$ cat src/core/adc_ctrl_pkg.sv
package adc_ctrl_pkg;

  // ----------------------------------------------------------------
  // Register offsets on the control port
  // ----------------------------------------------------------------
  localparam logic [7:0] ADDR_IRQ_CFG         = 8'h32;
  localparam logic [7:0] ADDR_IRQ_MASK        = 8'h33;
  localparam logic [7:0] ADDR_LATCHED_STATUS  = 8'h36;
  localparam logic [7:0] ADDR_BIAS_FULLSCALE  = 8'h3B;
  localparam logic [7:0] ADDR_CH1_INPUT       = 8'h3C;

  // ----------------------------------------------------------------
  // Reset values and writable-bit masks
  // ----------------------------------------------------------------
  localparam logic [7:0] RST_IRQ_CFG          = 8'h00;
  localparam logic [7:0] RST_IRQ_MASK         = 8'hFF;
  localparam logic [7:0] RST_BIAS_FULLSCALE   = 8'h00;
  localparam logic [7:0] RST_CH1_INPUT        = 8'h00;
  localparam logic [1:0] RST_LATCHED          = 2'h0;
  // Decoded controls for all-zero fields: bias reference, 2.75 V, differential, 2.5k
  localparam logic [15:0] RST_DRIVE           = 16'h9110;
  localparam logic [7:0] WMASK_IRQ_CFG        = 8'h04;
  localparam logic [7:0] WMASK_IRQ_MASK       = 8'hFF;
  localparam logic [7:0] WMASK_BIAS_FULLSCALE = 8'h73;
  localparam logic [7:0] WMASK_CH1_INPUT      = 8'hFD;

  // ----------------------------------------------------------------
  // Field positions
  // ----------------------------------------------------------------
  localparam int STAT_CLK_ERR_BIT   = 7;
  localparam int STAT_PLL_LOCK_BIT  = 6;
  localparam int LATCH_READBACK_BIT = 2;
  localparam int MIC_BIAS_LSB       = 4;
  localparam int FULL_SCALE_LSB     = 0;
  localparam int CH1_TYPE_BIT       = 7;
  localparam int CH1_SOURCE_LSB     = 5;
  localparam int CH1_COUPLING_BIT   = 4;
  localparam int CH1_IMPEDANCE_LSB  = 2;
  localparam int CH1_ENHANCER_BIT   = 0;

  // ----------------------------------------------------------------
  // Field codes
  // ----------------------------------------------------------------
  localparam logic [2:0] MIC_BIAS_REF    = 3'h0;
  localparam logic [2:0] MIC_BIAS_BOOST  = 3'h1;
  localparam logic [2:0] MIC_BIAS_SUPPLY = 3'h6;
  localparam logic [1:0] FS_2V75         = 2'h0;
  localparam logic [1:0] FS_2V5          = 2'h1;
  localparam logic [1:0] FS_1V375        = 2'h2;
  localparam logic [1:0] SRC_DIFF        = 2'h0;
  localparam logic [1:0] SRC_SINGLE      = 2'h1;
  localparam logic [1:0] SRC_PDM         = 2'h2;
  localparam logic [1:0] IMP_2K5         = 2'h0;
  localparam logic [1:0] IMP_10K         = 2'h1;
  localparam logic [1:0] IMP_20K         = 2'h2;

endpackage

$ cat src/core/status_if.sv
`timescale 1ns/10ps
`default_nettype none

// Event sources, read-clear request and latched bits [1]=clock error, [0]=lock
interface status_if;
  logic [1:0] event_set;
  logic       read_clear;
  logic [1:0] latched;
  modport owner (input event_set, input read_clear, output latched);
  modport user  (output event_set, output read_clear, input latched);
endinterface

`default_nettype wire

$ cat src/core/irq_bias_channel_regs.sv
`timescale 1ns/10ps
`default_nettype none

// How it works
// - Clock error on serial interface sets status bit 7; bits 5..0 read zero.
// - Lock event of the PLL sets read-only status bit 6.
// - Bias field picks reference, reference times 1.096, or analog supply.
// - Full-scale field picks 2.75 V, 2.5 V or 1.375 V reference.
// - Channel type bit selects microphone at 0, line input at 1.
// - Source field selects differential, single-ended or PDM digital input.
// - Coupling bit selects AC or DC, for analog sources only.
// - Impedance field selects 2.5k, 10k or 20k for analog inputs.
// - Enhancer bit off disables both; on enables one per global select.
// - Readback bit hides masked sources in the latched status register.
// - Mask bits 7 and 6 reset to masked; writing zero unmasks.

module irq_bias_channel_regs
(
  input  wire logic       mclk_i,
  input  wire logic       arst_n_i,
  input  wire logic [7:0] reg_addr_i,
  input  wire logic       reg_wr_i,
  input  wire logic       reg_rd_i,
  input  wire logic [7:0] reg_wdata_i,
  output logic      [7:0] reg_rdata_o,
  input  wire logic       asi_clk_err_i,
  input  wire logic       pll_lock_i,
  input  wire logic       agc_select_i,
  output logic            mic_bias_ref_o,
  output logic            mic_bias_boost_o,
  output logic            mic_bias_supply_o,
  output logic            fs_2v75_o,
  output logic            fs_2v5_o,
  output logic            fs_1v375_o,
  output logic            ch1_line_input_o,
  output logic            ch1_src_diff_o,
  output logic            ch1_src_single_o,
  output logic            ch1_src_pdm_o,
  output logic            channel1_coupling_coupled_o,
  output logic            channel1_impedance_2k5_o,
  output logic            channel1_impedance_10k_o,
  output logic            channel1_impedance_20k_o,
  output logic            ch1_dre_en_o,
  output logic            ch1_agc_en_o
);

  typedef struct packed {
    logic mb_ref;
    logic mb_boost;
    logic mb_supply;
    logic fs_2v75;
    logic fs_2v5;
    logic fs_1v375;
    logic line;
    logic src_diff;
    logic src_single;
    logic src_pdm;
    logic dc;
    logic imp_2k5;
    logic imp_10k;
    logic imp_20k;
    logic dynamic_range_enhancer;
    logic automatic_gain_control;
  } drive_t;

  typedef struct packed {
    logic [7:0] irq_cfg;
    logic [7:0] irq_mask;
    logic [7:0] bias;
    logic [7:0] ch1;
    logic [7:0] rdata;
    logic       lock_q;
    drive_t     drive;
  } reg_state_t;

  reg_state_t state;
  reg_state_t next_state;
  logic [1:0] rst_sync;
  logic       rst_n;
  logic [1:0] shown_status;
  logic [7:0] status_byte;

  status_if sif ();

  // Only writable bits change, so reserved bits stay zero
  function automatic logic [7:0] merge(input logic [7:0] old, input logic [7:0] wdata, input logic [7:0] wmask);
    merge = (old & ~wmask) | (wdata & wmask);
  endfunction

  // ----------------------------------------------------------------
  // Reset release through two flops
  // ----------------------------------------------------------------
  always_ff @(posedge mclk_i or negedge arst_n_i)
  begin
    if (!arst_n_i)
    begin
      rst_sync <= 2'h0;
    end
    else
    begin
      rst_sync <= {rst_sync[0], 1'b1};
    end
  end

  assign rst_n = rst_sync[1];

  // ----------------------------------------------------------------
  // Latched status and its readback view
  // ----------------------------------------------------------------
  // Clock error is a level, so it keeps re-setting while present
  assign sif.event_set  = {asi_clk_err_i, pll_lock_i & ~state.lock_q};
  assign sif.read_clear = reg_rd_i && (reg_addr_i == adc_ctrl_pkg::ADDR_LATCHED_STATUS);

  // Masked sources hidden only when the readback bit asks for it
  assign shown_status = sif.latched & ~({2{state.irq_cfg[adc_ctrl_pkg::LATCH_READBACK_BIT]}}
                        & state.irq_mask[adc_ctrl_pkg::STAT_CLK_ERR_BIT -: 2]);
  assign status_byte  = {shown_status, 6'h00};

  irq_status_latch u_latch
  (
    .mclk_i  (mclk_i),
    .rst_n_i (rst_n),
    .sif     (sif)
  );

  // ----------------------------------------------------------------
  // Register writes, readback and decoded controls
  // ----------------------------------------------------------------
  always_comb
  begin
    next_state        = state;
    next_state.lock_q = pll_lock_i;
    if (reg_wr_i)
    begin
      case (reg_addr_i)
        adc_ctrl_pkg::ADDR_IRQ_CFG:
          next_state.irq_cfg = merge(state.irq_cfg, reg_wdata_i, adc_ctrl_pkg::WMASK_IRQ_CFG);
        adc_ctrl_pkg::ADDR_IRQ_MASK:
          next_state.irq_mask = merge(state.irq_mask, reg_wdata_i, adc_ctrl_pkg::WMASK_IRQ_MASK);
        adc_ctrl_pkg::ADDR_BIAS_FULLSCALE:
          next_state.bias = merge(state.bias, reg_wdata_i, adc_ctrl_pkg::WMASK_BIAS_FULLSCALE);
        adc_ctrl_pkg::ADDR_CH1_INPUT:
          next_state.ch1 = merge(state.ch1, reg_wdata_i, adc_ctrl_pkg::WMASK_CH1_INPUT);
        default:
          next_state.ch1 = state.ch1; // Status and unmapped writes dropped
      endcase
    end
    if (reg_rd_i)
    begin
      case (reg_addr_i)
        adc_ctrl_pkg::ADDR_IRQ_CFG:        next_state.rdata = state.irq_cfg;
        adc_ctrl_pkg::ADDR_IRQ_MASK:       next_state.rdata = state.irq_mask;
        adc_ctrl_pkg::ADDR_LATCHED_STATUS: next_state.rdata = status_byte;
        adc_ctrl_pkg::ADDR_BIAS_FULLSCALE: next_state.rdata = state.bias;
        adc_ctrl_pkg::ADDR_CH1_INPUT:      next_state.rdata = state.ch1;
        default:                           next_state.rdata = 8'h00;
      endcase
    end
    // Reserved codes drive no selection at all, the safest analog state
    next_state.drive.mb_ref    = next_state.bias[adc_ctrl_pkg::MIC_BIAS_LSB +: 3] == adc_ctrl_pkg::MIC_BIAS_REF;
    next_state.drive.mb_boost  = next_state.bias[adc_ctrl_pkg::MIC_BIAS_LSB +: 3] == adc_ctrl_pkg::MIC_BIAS_BOOST;
    next_state.drive.mb_supply = next_state.bias[adc_ctrl_pkg::MIC_BIAS_LSB +: 3] == adc_ctrl_pkg::MIC_BIAS_SUPPLY;
    next_state.drive.fs_2v75   = next_state.bias[adc_ctrl_pkg::FULL_SCALE_LSB +: 2] == adc_ctrl_pkg::FS_2V75;
    next_state.drive.fs_2v5    = next_state.bias[adc_ctrl_pkg::FULL_SCALE_LSB +: 2] == adc_ctrl_pkg::FS_2V5;
    next_state.drive.fs_1v375  = next_state.bias[adc_ctrl_pkg::FULL_SCALE_LSB +: 2] == adc_ctrl_pkg::FS_1V375;
    next_state.drive.line       = next_state.ch1[adc_ctrl_pkg::CH1_TYPE_BIT];
    next_state.drive.src_diff   = next_state.ch1[adc_ctrl_pkg::CH1_SOURCE_LSB +: 2] == adc_ctrl_pkg::SRC_DIFF;
    next_state.drive.src_single = next_state.ch1[adc_ctrl_pkg::CH1_SOURCE_LSB +: 2] == adc_ctrl_pkg::SRC_SINGLE;
    next_state.drive.src_pdm    = next_state.ch1[adc_ctrl_pkg::CH1_SOURCE_LSB +: 2] == adc_ctrl_pkg::SRC_PDM;
    // Coupling and impedance only mean something on an analog path
    next_state.drive.dc = next_state.ch1[adc_ctrl_pkg::CH1_COUPLING_BIT]
                          & (next_state.drive.src_diff | next_state.drive.src_single);
    next_state.drive.imp_2k5 = (next_state.drive.src_diff | next_state.drive.src_single)
                          & (next_state.ch1[adc_ctrl_pkg::CH1_IMPEDANCE_LSB +: 2] == adc_ctrl_pkg::IMP_2K5);
    next_state.drive.imp_10k = (next_state.drive.src_diff | next_state.drive.src_single)
                          & (next_state.ch1[adc_ctrl_pkg::CH1_IMPEDANCE_LSB +: 2] == adc_ctrl_pkg::IMP_10K);
    next_state.drive.imp_20k = (next_state.drive.src_diff | next_state.drive.src_single)
                          & (next_state.ch1[adc_ctrl_pkg::CH1_IMPEDANCE_LSB +: 2] == adc_ctrl_pkg::IMP_20K);
    next_state.drive.dynamic_range_enhancer = next_state.ch1[adc_ctrl_pkg::CH1_ENHANCER_BIT] & ~agc_select_i;
    next_state.drive.automatic_gain_control = next_state.ch1[adc_ctrl_pkg::CH1_ENHANCER_BIT] & agc_select_i;
  end

  always_ff @(posedge mclk_i or negedge rst_n)
  begin
    if (!rst_n)
    begin
      state          <= '0;
      state.irq_cfg  <= adc_ctrl_pkg::RST_IRQ_CFG;
      state.irq_mask <= adc_ctrl_pkg::RST_IRQ_MASK;
      state.bias     <= adc_ctrl_pkg::RST_BIAS_FULLSCALE;
      state.ch1      <= adc_ctrl_pkg::RST_CH1_INPUT;
      state.drive    <= adc_ctrl_pkg::RST_DRIVE; // Decode of all-zero fields
    end
    else
    begin
      state <= next_state;
    end
  end

  // ----------------------------------------------------------------
  // Outputs, all from flops
  // ----------------------------------------------------------------
  assign reg_rdata_o       = state.rdata;
  assign mic_bias_ref_o    = state.drive.mb_ref;
  assign mic_bias_boost_o  = state.drive.mb_boost;
  assign mic_bias_supply_o = state.drive.mb_supply;
  assign fs_2v75_o         = state.drive.fs_2v75;
  assign fs_2v5_o          = state.drive.fs_2v5;
  assign fs_1v375_o        = state.drive.fs_1v375;
  assign ch1_line_input_o  = state.drive.line;
  assign ch1_src_diff_o    = state.drive.src_diff;
  assign ch1_src_single_o  = state.drive.src_single;
  assign ch1_src_pdm_o     = state.drive.src_pdm;
  assign channel1_coupling_coupled_o  = state.drive.dc;
  assign channel1_impedance_2k5_o     = state.drive.imp_2k5;
  assign channel1_impedance_10k_o     = state.drive.imp_10k;
  assign channel1_impedance_20k_o     = state.drive.imp_20k;
  assign ch1_dre_en_o      = state.drive.dynamic_range_enhancer;
  assign ch1_agc_en_o      = state.drive.automatic_gain_control;
endmodule // irq_bias_channel_regs

`default_nettype wire

$ cat src/core/irq_status_latch.sv
`timescale 1ns/10ps
`default_nettype none

module irq_status_latch
(
  input  wire logic   mclk_i,
  input  wire logic   rst_n_i,
  status_if.owner     sif
);

  typedef struct packed {
    logic [1:0] latched;
  } latch_state_t;

  latch_state_t state;
  latch_state_t next_state;

  // ----------------------------------------------------------------
  // Sticky bits: a new event in the clearing cycle wins
  // ----------------------------------------------------------------
  always_comb
  begin
    next_state = state;
    if (sif.read_clear)
    begin
      next_state.latched = 2'h0;
    end
    next_state.latched = next_state.latched | sif.event_set;
  end

  always_ff @(posedge mclk_i or negedge rst_n_i)
  begin
    if (!rst_n_i)
    begin
      state.latched <= adc_ctrl_pkg::RST_LATCHED;
    end
    else
    begin
      state <= next_state;
    end
  end

  assign sif.latched = state.latched;
endmodule // irq_status_latch

`default_nettype wire

$ cat config.mk
export PLATFORM = sky130hd
export DESIGN_NAME = irq_bias_channel_regs
export DESIGN_NICKNAME = d
export VERILOG_FILES = /design/src/core/adc_ctrl_pkg.sv /design/src/core/status_if.sv /design/src/core/irq_bias_channel_regs.sv /design/src/core/irq_status_latch.sv
export SDC_FILE = /design/constraint.sdc
export NUM_CORES = 1
export LEC_CHECK = 0
export BUFFER_PORTS_ARGS = -buffer_cell sky130_fd_sc_hd__buf_2
export CAP_MARGIN = 10
export CELL_PAD_IN_SITES_DETAIL_PLACEMENT = 0
export CELL_PAD_IN_SITES_GLOBAL_PLACEMENT = 1
export CORE_MARGIN = 1.5
export CORE_UTILIZATION = 38
export CTS_CLUSTER_DIAMETER = 80
export DETAILED_ROUTE_END_ITERATION = 6
export PLACE_DENSITY = 0.85
export SETUP_SLACK_MARGIN = 0.3
export SYNTH_ARGS = -nofsm -noshare
export SYNTH_HDL_FRONTEND = slang
export SYNTH_SLANG_ARGS = --single-unit
$ cat constraint.sdc
create_clock -name mclk_i -period 1.4 [get_ports mclk_i]
set_input_delay 0.07 -clock mclk_i [delete_from_list [all_inputs] [get_ports mclk_i]]
set_output_delay 0.07 -clock mclk_i [all_outputs]
set_load 0.01 [all_outputs]
Word level (Yosys, flattened, before mapping)
Index checks and enable logic that the tools add are counted.
W data, S select, Z words.
{"block": "word_totals", "ff_bits": 61, "latchBits": 0, "mem_bits_rw": 0, "romBits": 0, "in_bits": 23, "memories": 0}
{"block": "classes", "n_addsub": 0, "n_mul": 0, "div": 0, "n_lt_le_gt_ge": 0, "eq_ne": 13, "shift": 0, "n_mux": 5, "n_bitwise": 17, "n_reduce_logical": 9}
{"cell": "$eq A8 B6 Y1 const B", "n": 5}
{"cell": "$pmux W8 S5", "n": 1}
{"cell": "$mux W15", "n": 1}
{"cell": "$mux W8", "n": 1}
{"cell": "$or A2 B8 Y8", "n": 1}
{"cell": "$or A8 B3 Y8", "n": 1}
{"cell": "$or A8 B7 Y8", "n": 1}
{"cell": "$reduce_and A2 Y1", "n": 4}
{"cell": "$and A1 B1 Y1", "n": 7}
{"cell": "$mux W7", "n": 1}
{"cell": "$eq A2 B1 Y1 const B", "n": 3}
{"cell": "$eq A2 B2 Y1 const B", "n": 3}
{"cell": "$logic_not A2 Y1", "n": 3}
{"cell": "$and A2 B2 Y2", "n": 2}
{"cell": "$eq A3 B1 Y1 const B", "n": 1}
{"cell": "$eq A3 B3 Y1 const B", "n": 1}
{"cell": "$logic_not A3 Y1", "n": 1}
{"cell": "$mux W2", "n": 1}
{"cell": "$not A1 Y1", "n": 2}
{"cell": "$not A2 Y2", "n": 1}
{"cell": "$or A2 B2 Y2", "n": 1}
{"cell": "$logic_and A1 B1 Y1", "n": 1}
{"cell": "$or A1 B1 Y1", "n": 1}

Longest topological paths before layout
{"block": "depth", "word_depth": 6, "ltp_mapped": 7, "depth_no_buf": 4}

Modules after synthesis
A second synthesis with hierarchy kept.
{"block": "unflattened", "cells_unflattened": 191, "area_unflattened_um2": 2263.4}
{"module": "irq_bias_channel_regs", "instances": 1, "cells_each": 186, "area_each_um2": 2194.6}
{"module": "irq_status_latch", "instances": 1, "cells_each": 5, "area_each_um2": 68.8}

Worst setup path after synthesis
OpenSTA, ideal clock, no wires.
{"block": "synth_timing", "kind": "in2reg", "start": "input reg_addr_i[6]", "end": "register state[41] (netlist bit)", "setup_ns": 0.082, "arrival_time_ns": 1.327, "required_time_ns": 1.318, "path_slack_ns": -0.010, "stages": 7, "cell_sequence": "and4bb_1 buf_6 and3_4 buf_6 and3_4 buf_6 mux2_4"}
{"block": "synth_via", "elab_chain_len": 2}
{"element": "from (decl)", "line": "irq_bias_channel_regs.sv:21", "text": "input wire logic [7:0] reg_addr_i,"}
{"element": "$eq A8 B6 Y1", "line": "irq_bias_channel_regs.sv:135", "text": "case (reg_addr_i)"}
{"element": "$reduce_and A2 Y1 (no line)"}
{"element": "to (signal assigned)", "line": "irq_bias_channel_regs.sv:196", "text": "state <= next_state;"}
{"element": "to (decl)", "line": "irq_bias_channel_regs.sv:76", "text": "reg_state_t state;"}
No other way between the ends.
A chain may end at the register's enable or synchronous reset.

Worst setup path in the final report
{"block": "layout_timing", "start": "register state[48] (netlist bit)", "end": "register state (netlist bit reg_rdata_o[7])"}
{"block": "layout_via", "elab_chain_len": 4}
{"element": "$and A2 B2 Y2", "line": "irq_bias_channel_regs.sv:116", "text": "& state.irq_mask[adc_ctrl_pkg::STAT_CLK_ERR_BIT -: 2]);"}
{"element": "$not A2 Y2", "line": "irq_bias_channel_regs.sv:115", "text": "assign shown_status = sif.latched & ~({2{state.irq_cfg[adc_ctrl_pkg::LATCH_READBACK_BIT]}}"}
{"element": "$and A2 B2 Y2", "line": "irq_bias_channel_regs.sv:115"}
{"element": "$pmux W8 S5 *", "line": "irq_bias_channel_regs.sv:150", "text": "case (reg_addr_i)"}
Every way passes the cells marked *; elsewhere a longest branch is shown, timed or not.

==> metrics.cfg <==
[run_status]
status = finished clean

[logic_synthesis]
synth.cell_area_um2 = 2301
ys_types = 42
synth_warnings = 0
yosys.area.top_type = dfrtp_1
ys_seq_area_share_pct = 53.94
ys_ff_latch = 49
synth_area_leaders = dfrtp_1 (40%), dfstp_2 (14%), mux2_4 (5.2%), mux2_2 (4.9%), nand2_1 (4.4%)
synth_cells = 203
synth_nets = 226
synth_top_area_share_pct = 40.24
synth.avg_cell_area_um2 = 11.33

[finish]
final_cell_mix = buf_2 (46), dfrtp_1 (36), nand2_1 (27)
antenna_cells = 0
layout.nets = 283
drive_above_1_share_pct = 42.91
final_cells = 336
fillers = 569
layout_commonest_cell = buf_2
area_delta_synth_final_pct = 23.22

[sta]
finalCritPeriodShare_pct = 88.15
fmax_mhz = 810.3
finalSetupViolations = 0
finalSetupTns_ns = 0
final-hold-violation-count = 0
rsz0062_at_grt = yes
min_period_ns = 1.234
maxSlewViolCount = 0
skew_ns = 0.009707

[global_routing]
antenna_found_initial = 0
grt_pass1_wl_um = 7672
grt_pass1_vias = 1550
grtUsageMet1_pct = 21.16
track_usage_pct = 15.64
busiest_layer = met2
grt_max_degree = 48
grtUsageMet2_pct = 23.92
grt_overflow_total = 0
use_met3_pct = 4.270

[placed_design]
place_hpwl_um = 3393
port_buffers = 46
place.gp.congestion = 0.8928
dp.cells = 316

[floorplan]
ios = 47
initial_core_util_pct = 39.09
fp.dieW_um = 80.82
num_rows = 28
dieArea_um2 = 6531
die_h_um = 80.82
core-area_um2 = 5886

[drt]
drt_first_pass_iters = 4
wl_per_cell_um = 14.22
wirelength_um = 4777
dr.first_iter.drc_count = 115
via_per_inst = 4.914
route.detailed.drc = 0
via_count = 1651
postRouteAntennaNets = 0

[setup_path]
critPathKind = reg2reg
arrival_ns = 1.41
start_kind = flip-flop
critPathCaptureType = flip-flop
crit_fanout = 2
worst-r2r-setup-slack_ns = 0.17
cp.required_ns = 1.58

[clock_network]
cts_buffers = 5
clkTransAtPathRegs_ns = 0.09
root_buffer = clkbuf_8
clock_latency_ns = 0.30
cts_buffer_depth = 2
htreeDepth = 2
cts.sinks = 49
cts_tree = done

[power_and_ir_drop]
leakage_nw = 1.374
irDropWorstVdd_uv = 506.2
power_density_nw_per_um2 = 920.6

[min_path]
holdCritPathClass = in2reg

[job]
drv_cap = 0

-- critical path, stage by stage, from the launching register on --
cell	delay (ns)
dfstp_2	0.53
nand2_1	0.06
a32o_1	0.22
a31oi_1	0.21
o22ai_1	0.09
-- registers in the layout (all words and copies together) (netlist names) --
name                         count
state                           22
reg_rdata_o                      8
rst_sync                         2
u_latch.sif.latched              2
ch1_agc_en_o                     1
ch1_dre_en_o                     1
ch1_src_diff_o                   1
ch1_src_pdm_o                    1
ch1_src_single_o                 1
channel1_coupling_coupled_o      1
channel1_impedance_10k_o         1
channel1_impedance_20k_o         1
channel1_impedance_2k5_o         1
fs_1v375_o                       1
fs_2v5_o                         1
fs_2v75_o                        1
mic_bias_boost_o                 1
mic_bias_ref_o                   1
mic_bias_supply_o                1
-- cell families after synthesis --
kind of cell / after synthesis / share of synthesized area (%)
flops: 49 / 53.94
buf+inv: 31 / 7.558
other cells: 1 / 0.1630
mux: 23 / 12.29
simple gates: 69 / 16.97
compound gates: 30 / 9.081
-- power breakdown --
part | internal (mW) | total (mW) | switching [mW]
clock network | 0.351 | 0.787 | 0.436
registers | 1.49 | 1.53 | 0.0344
logic | 0.148 | 0.298 | 0.149
-- layer usage --
metal	wire length, um	share of wire (%)	vias to the layer above
li1	-	-	807
met1	2242	47	807
met2	2283	48	32
met3	188	3.9	5
met4	63	1.3	0
met5	0	0	-
-- through the flow --
step                      cell area [um^2]  setup slack, ns  utilization [%]  hold WS (ns)  power (mW)
after global routing                  2835           0.1458            48.17       0.01056       2.728
after floorplan                       2349      -0.00007649                -       -0.2256       1.698
final                                 2835           0.1659            48.17      0.006527       2.610
after global placement                2628          0.05499            44.64       -0.1450       1.816
after detailed placement              2628          0.01711            44.64       -0.1405       1.825
after CTS                             2791           0.1879            47.43       0.01327       2.625
-- synthesized netlist by cell type --
cell type	number
o41ai_1	1
a21o_1	3
o21a_1	1
nand4_2	1
nand2b_1	3
nand4b_1	1
and3_4	2
buf_2	3
inv_1	12
dfstp_2	12
nor3_1	1
nand3b_1	11
o21ai_0	4
a21oi_1	2
and2b_1	1
and2_1	2
mux2_2	10
mux2i_1	5
clkbuf_2	1
a31oi_1	2
a22oi_1	3
o32ai_1	1
a32o_1	1
o32a_1	1
o22ai_1	7
nand3_1	5
nor4bb_1	1
clkbuf_1	4
buf_4	8
mux2_4	8
nor2b_1	1
and4b_1	1
conb_1	1
nand2_1	27
nor2_1	8
o31ai_1	2
a32oi_1	2
and4bb_2	1
buf_6	3
and4bb_1	1
dfrtp_1	37
and3_1	2
-- timing repair --
action / CTS / global route
endpoints found under the hold margin: 6 / 0
buffers inserted: 3 / 4
endpoints found under the setup margin: 5 / 7
pin swaps: 3 / 1
gates resized for setup: 2 / 4
hold buffers: 5 / 0
-- layout make-up --
class                      count  area, um^2  share of cell area, %
clock buffer                   7       76.32                  2.692
clock inverter                 1       5.005                 0.1765
timing repair buffer          69       456.7                  16.11
inverter                      12       45.04                  1.589
sequential                    49        1242                  43.82
multi-input combinational    123       915.9                  32.30
tap                           75       93.84                  3.310
-- path summary, 6_finish.rpt --
path | startpoint | endpoint | cells after the start
max in group asynchronous | rst_sync[1] | state[43] | 1
min in group asynchronous | arst_n_i | rst_sync[1] | 2
setup / recovery | state[48] | reg_rdata_o[7] | 4
setup reg to reg | state[48] | reg_rdata_o[7] | 4
hold / removal | reg_wdata_i[4] | mic_bias_ref_o | 2
hold reg to reg | rst_sync[1] | ch1_src_single_o | 1
(Power assumes the default switching activity.)
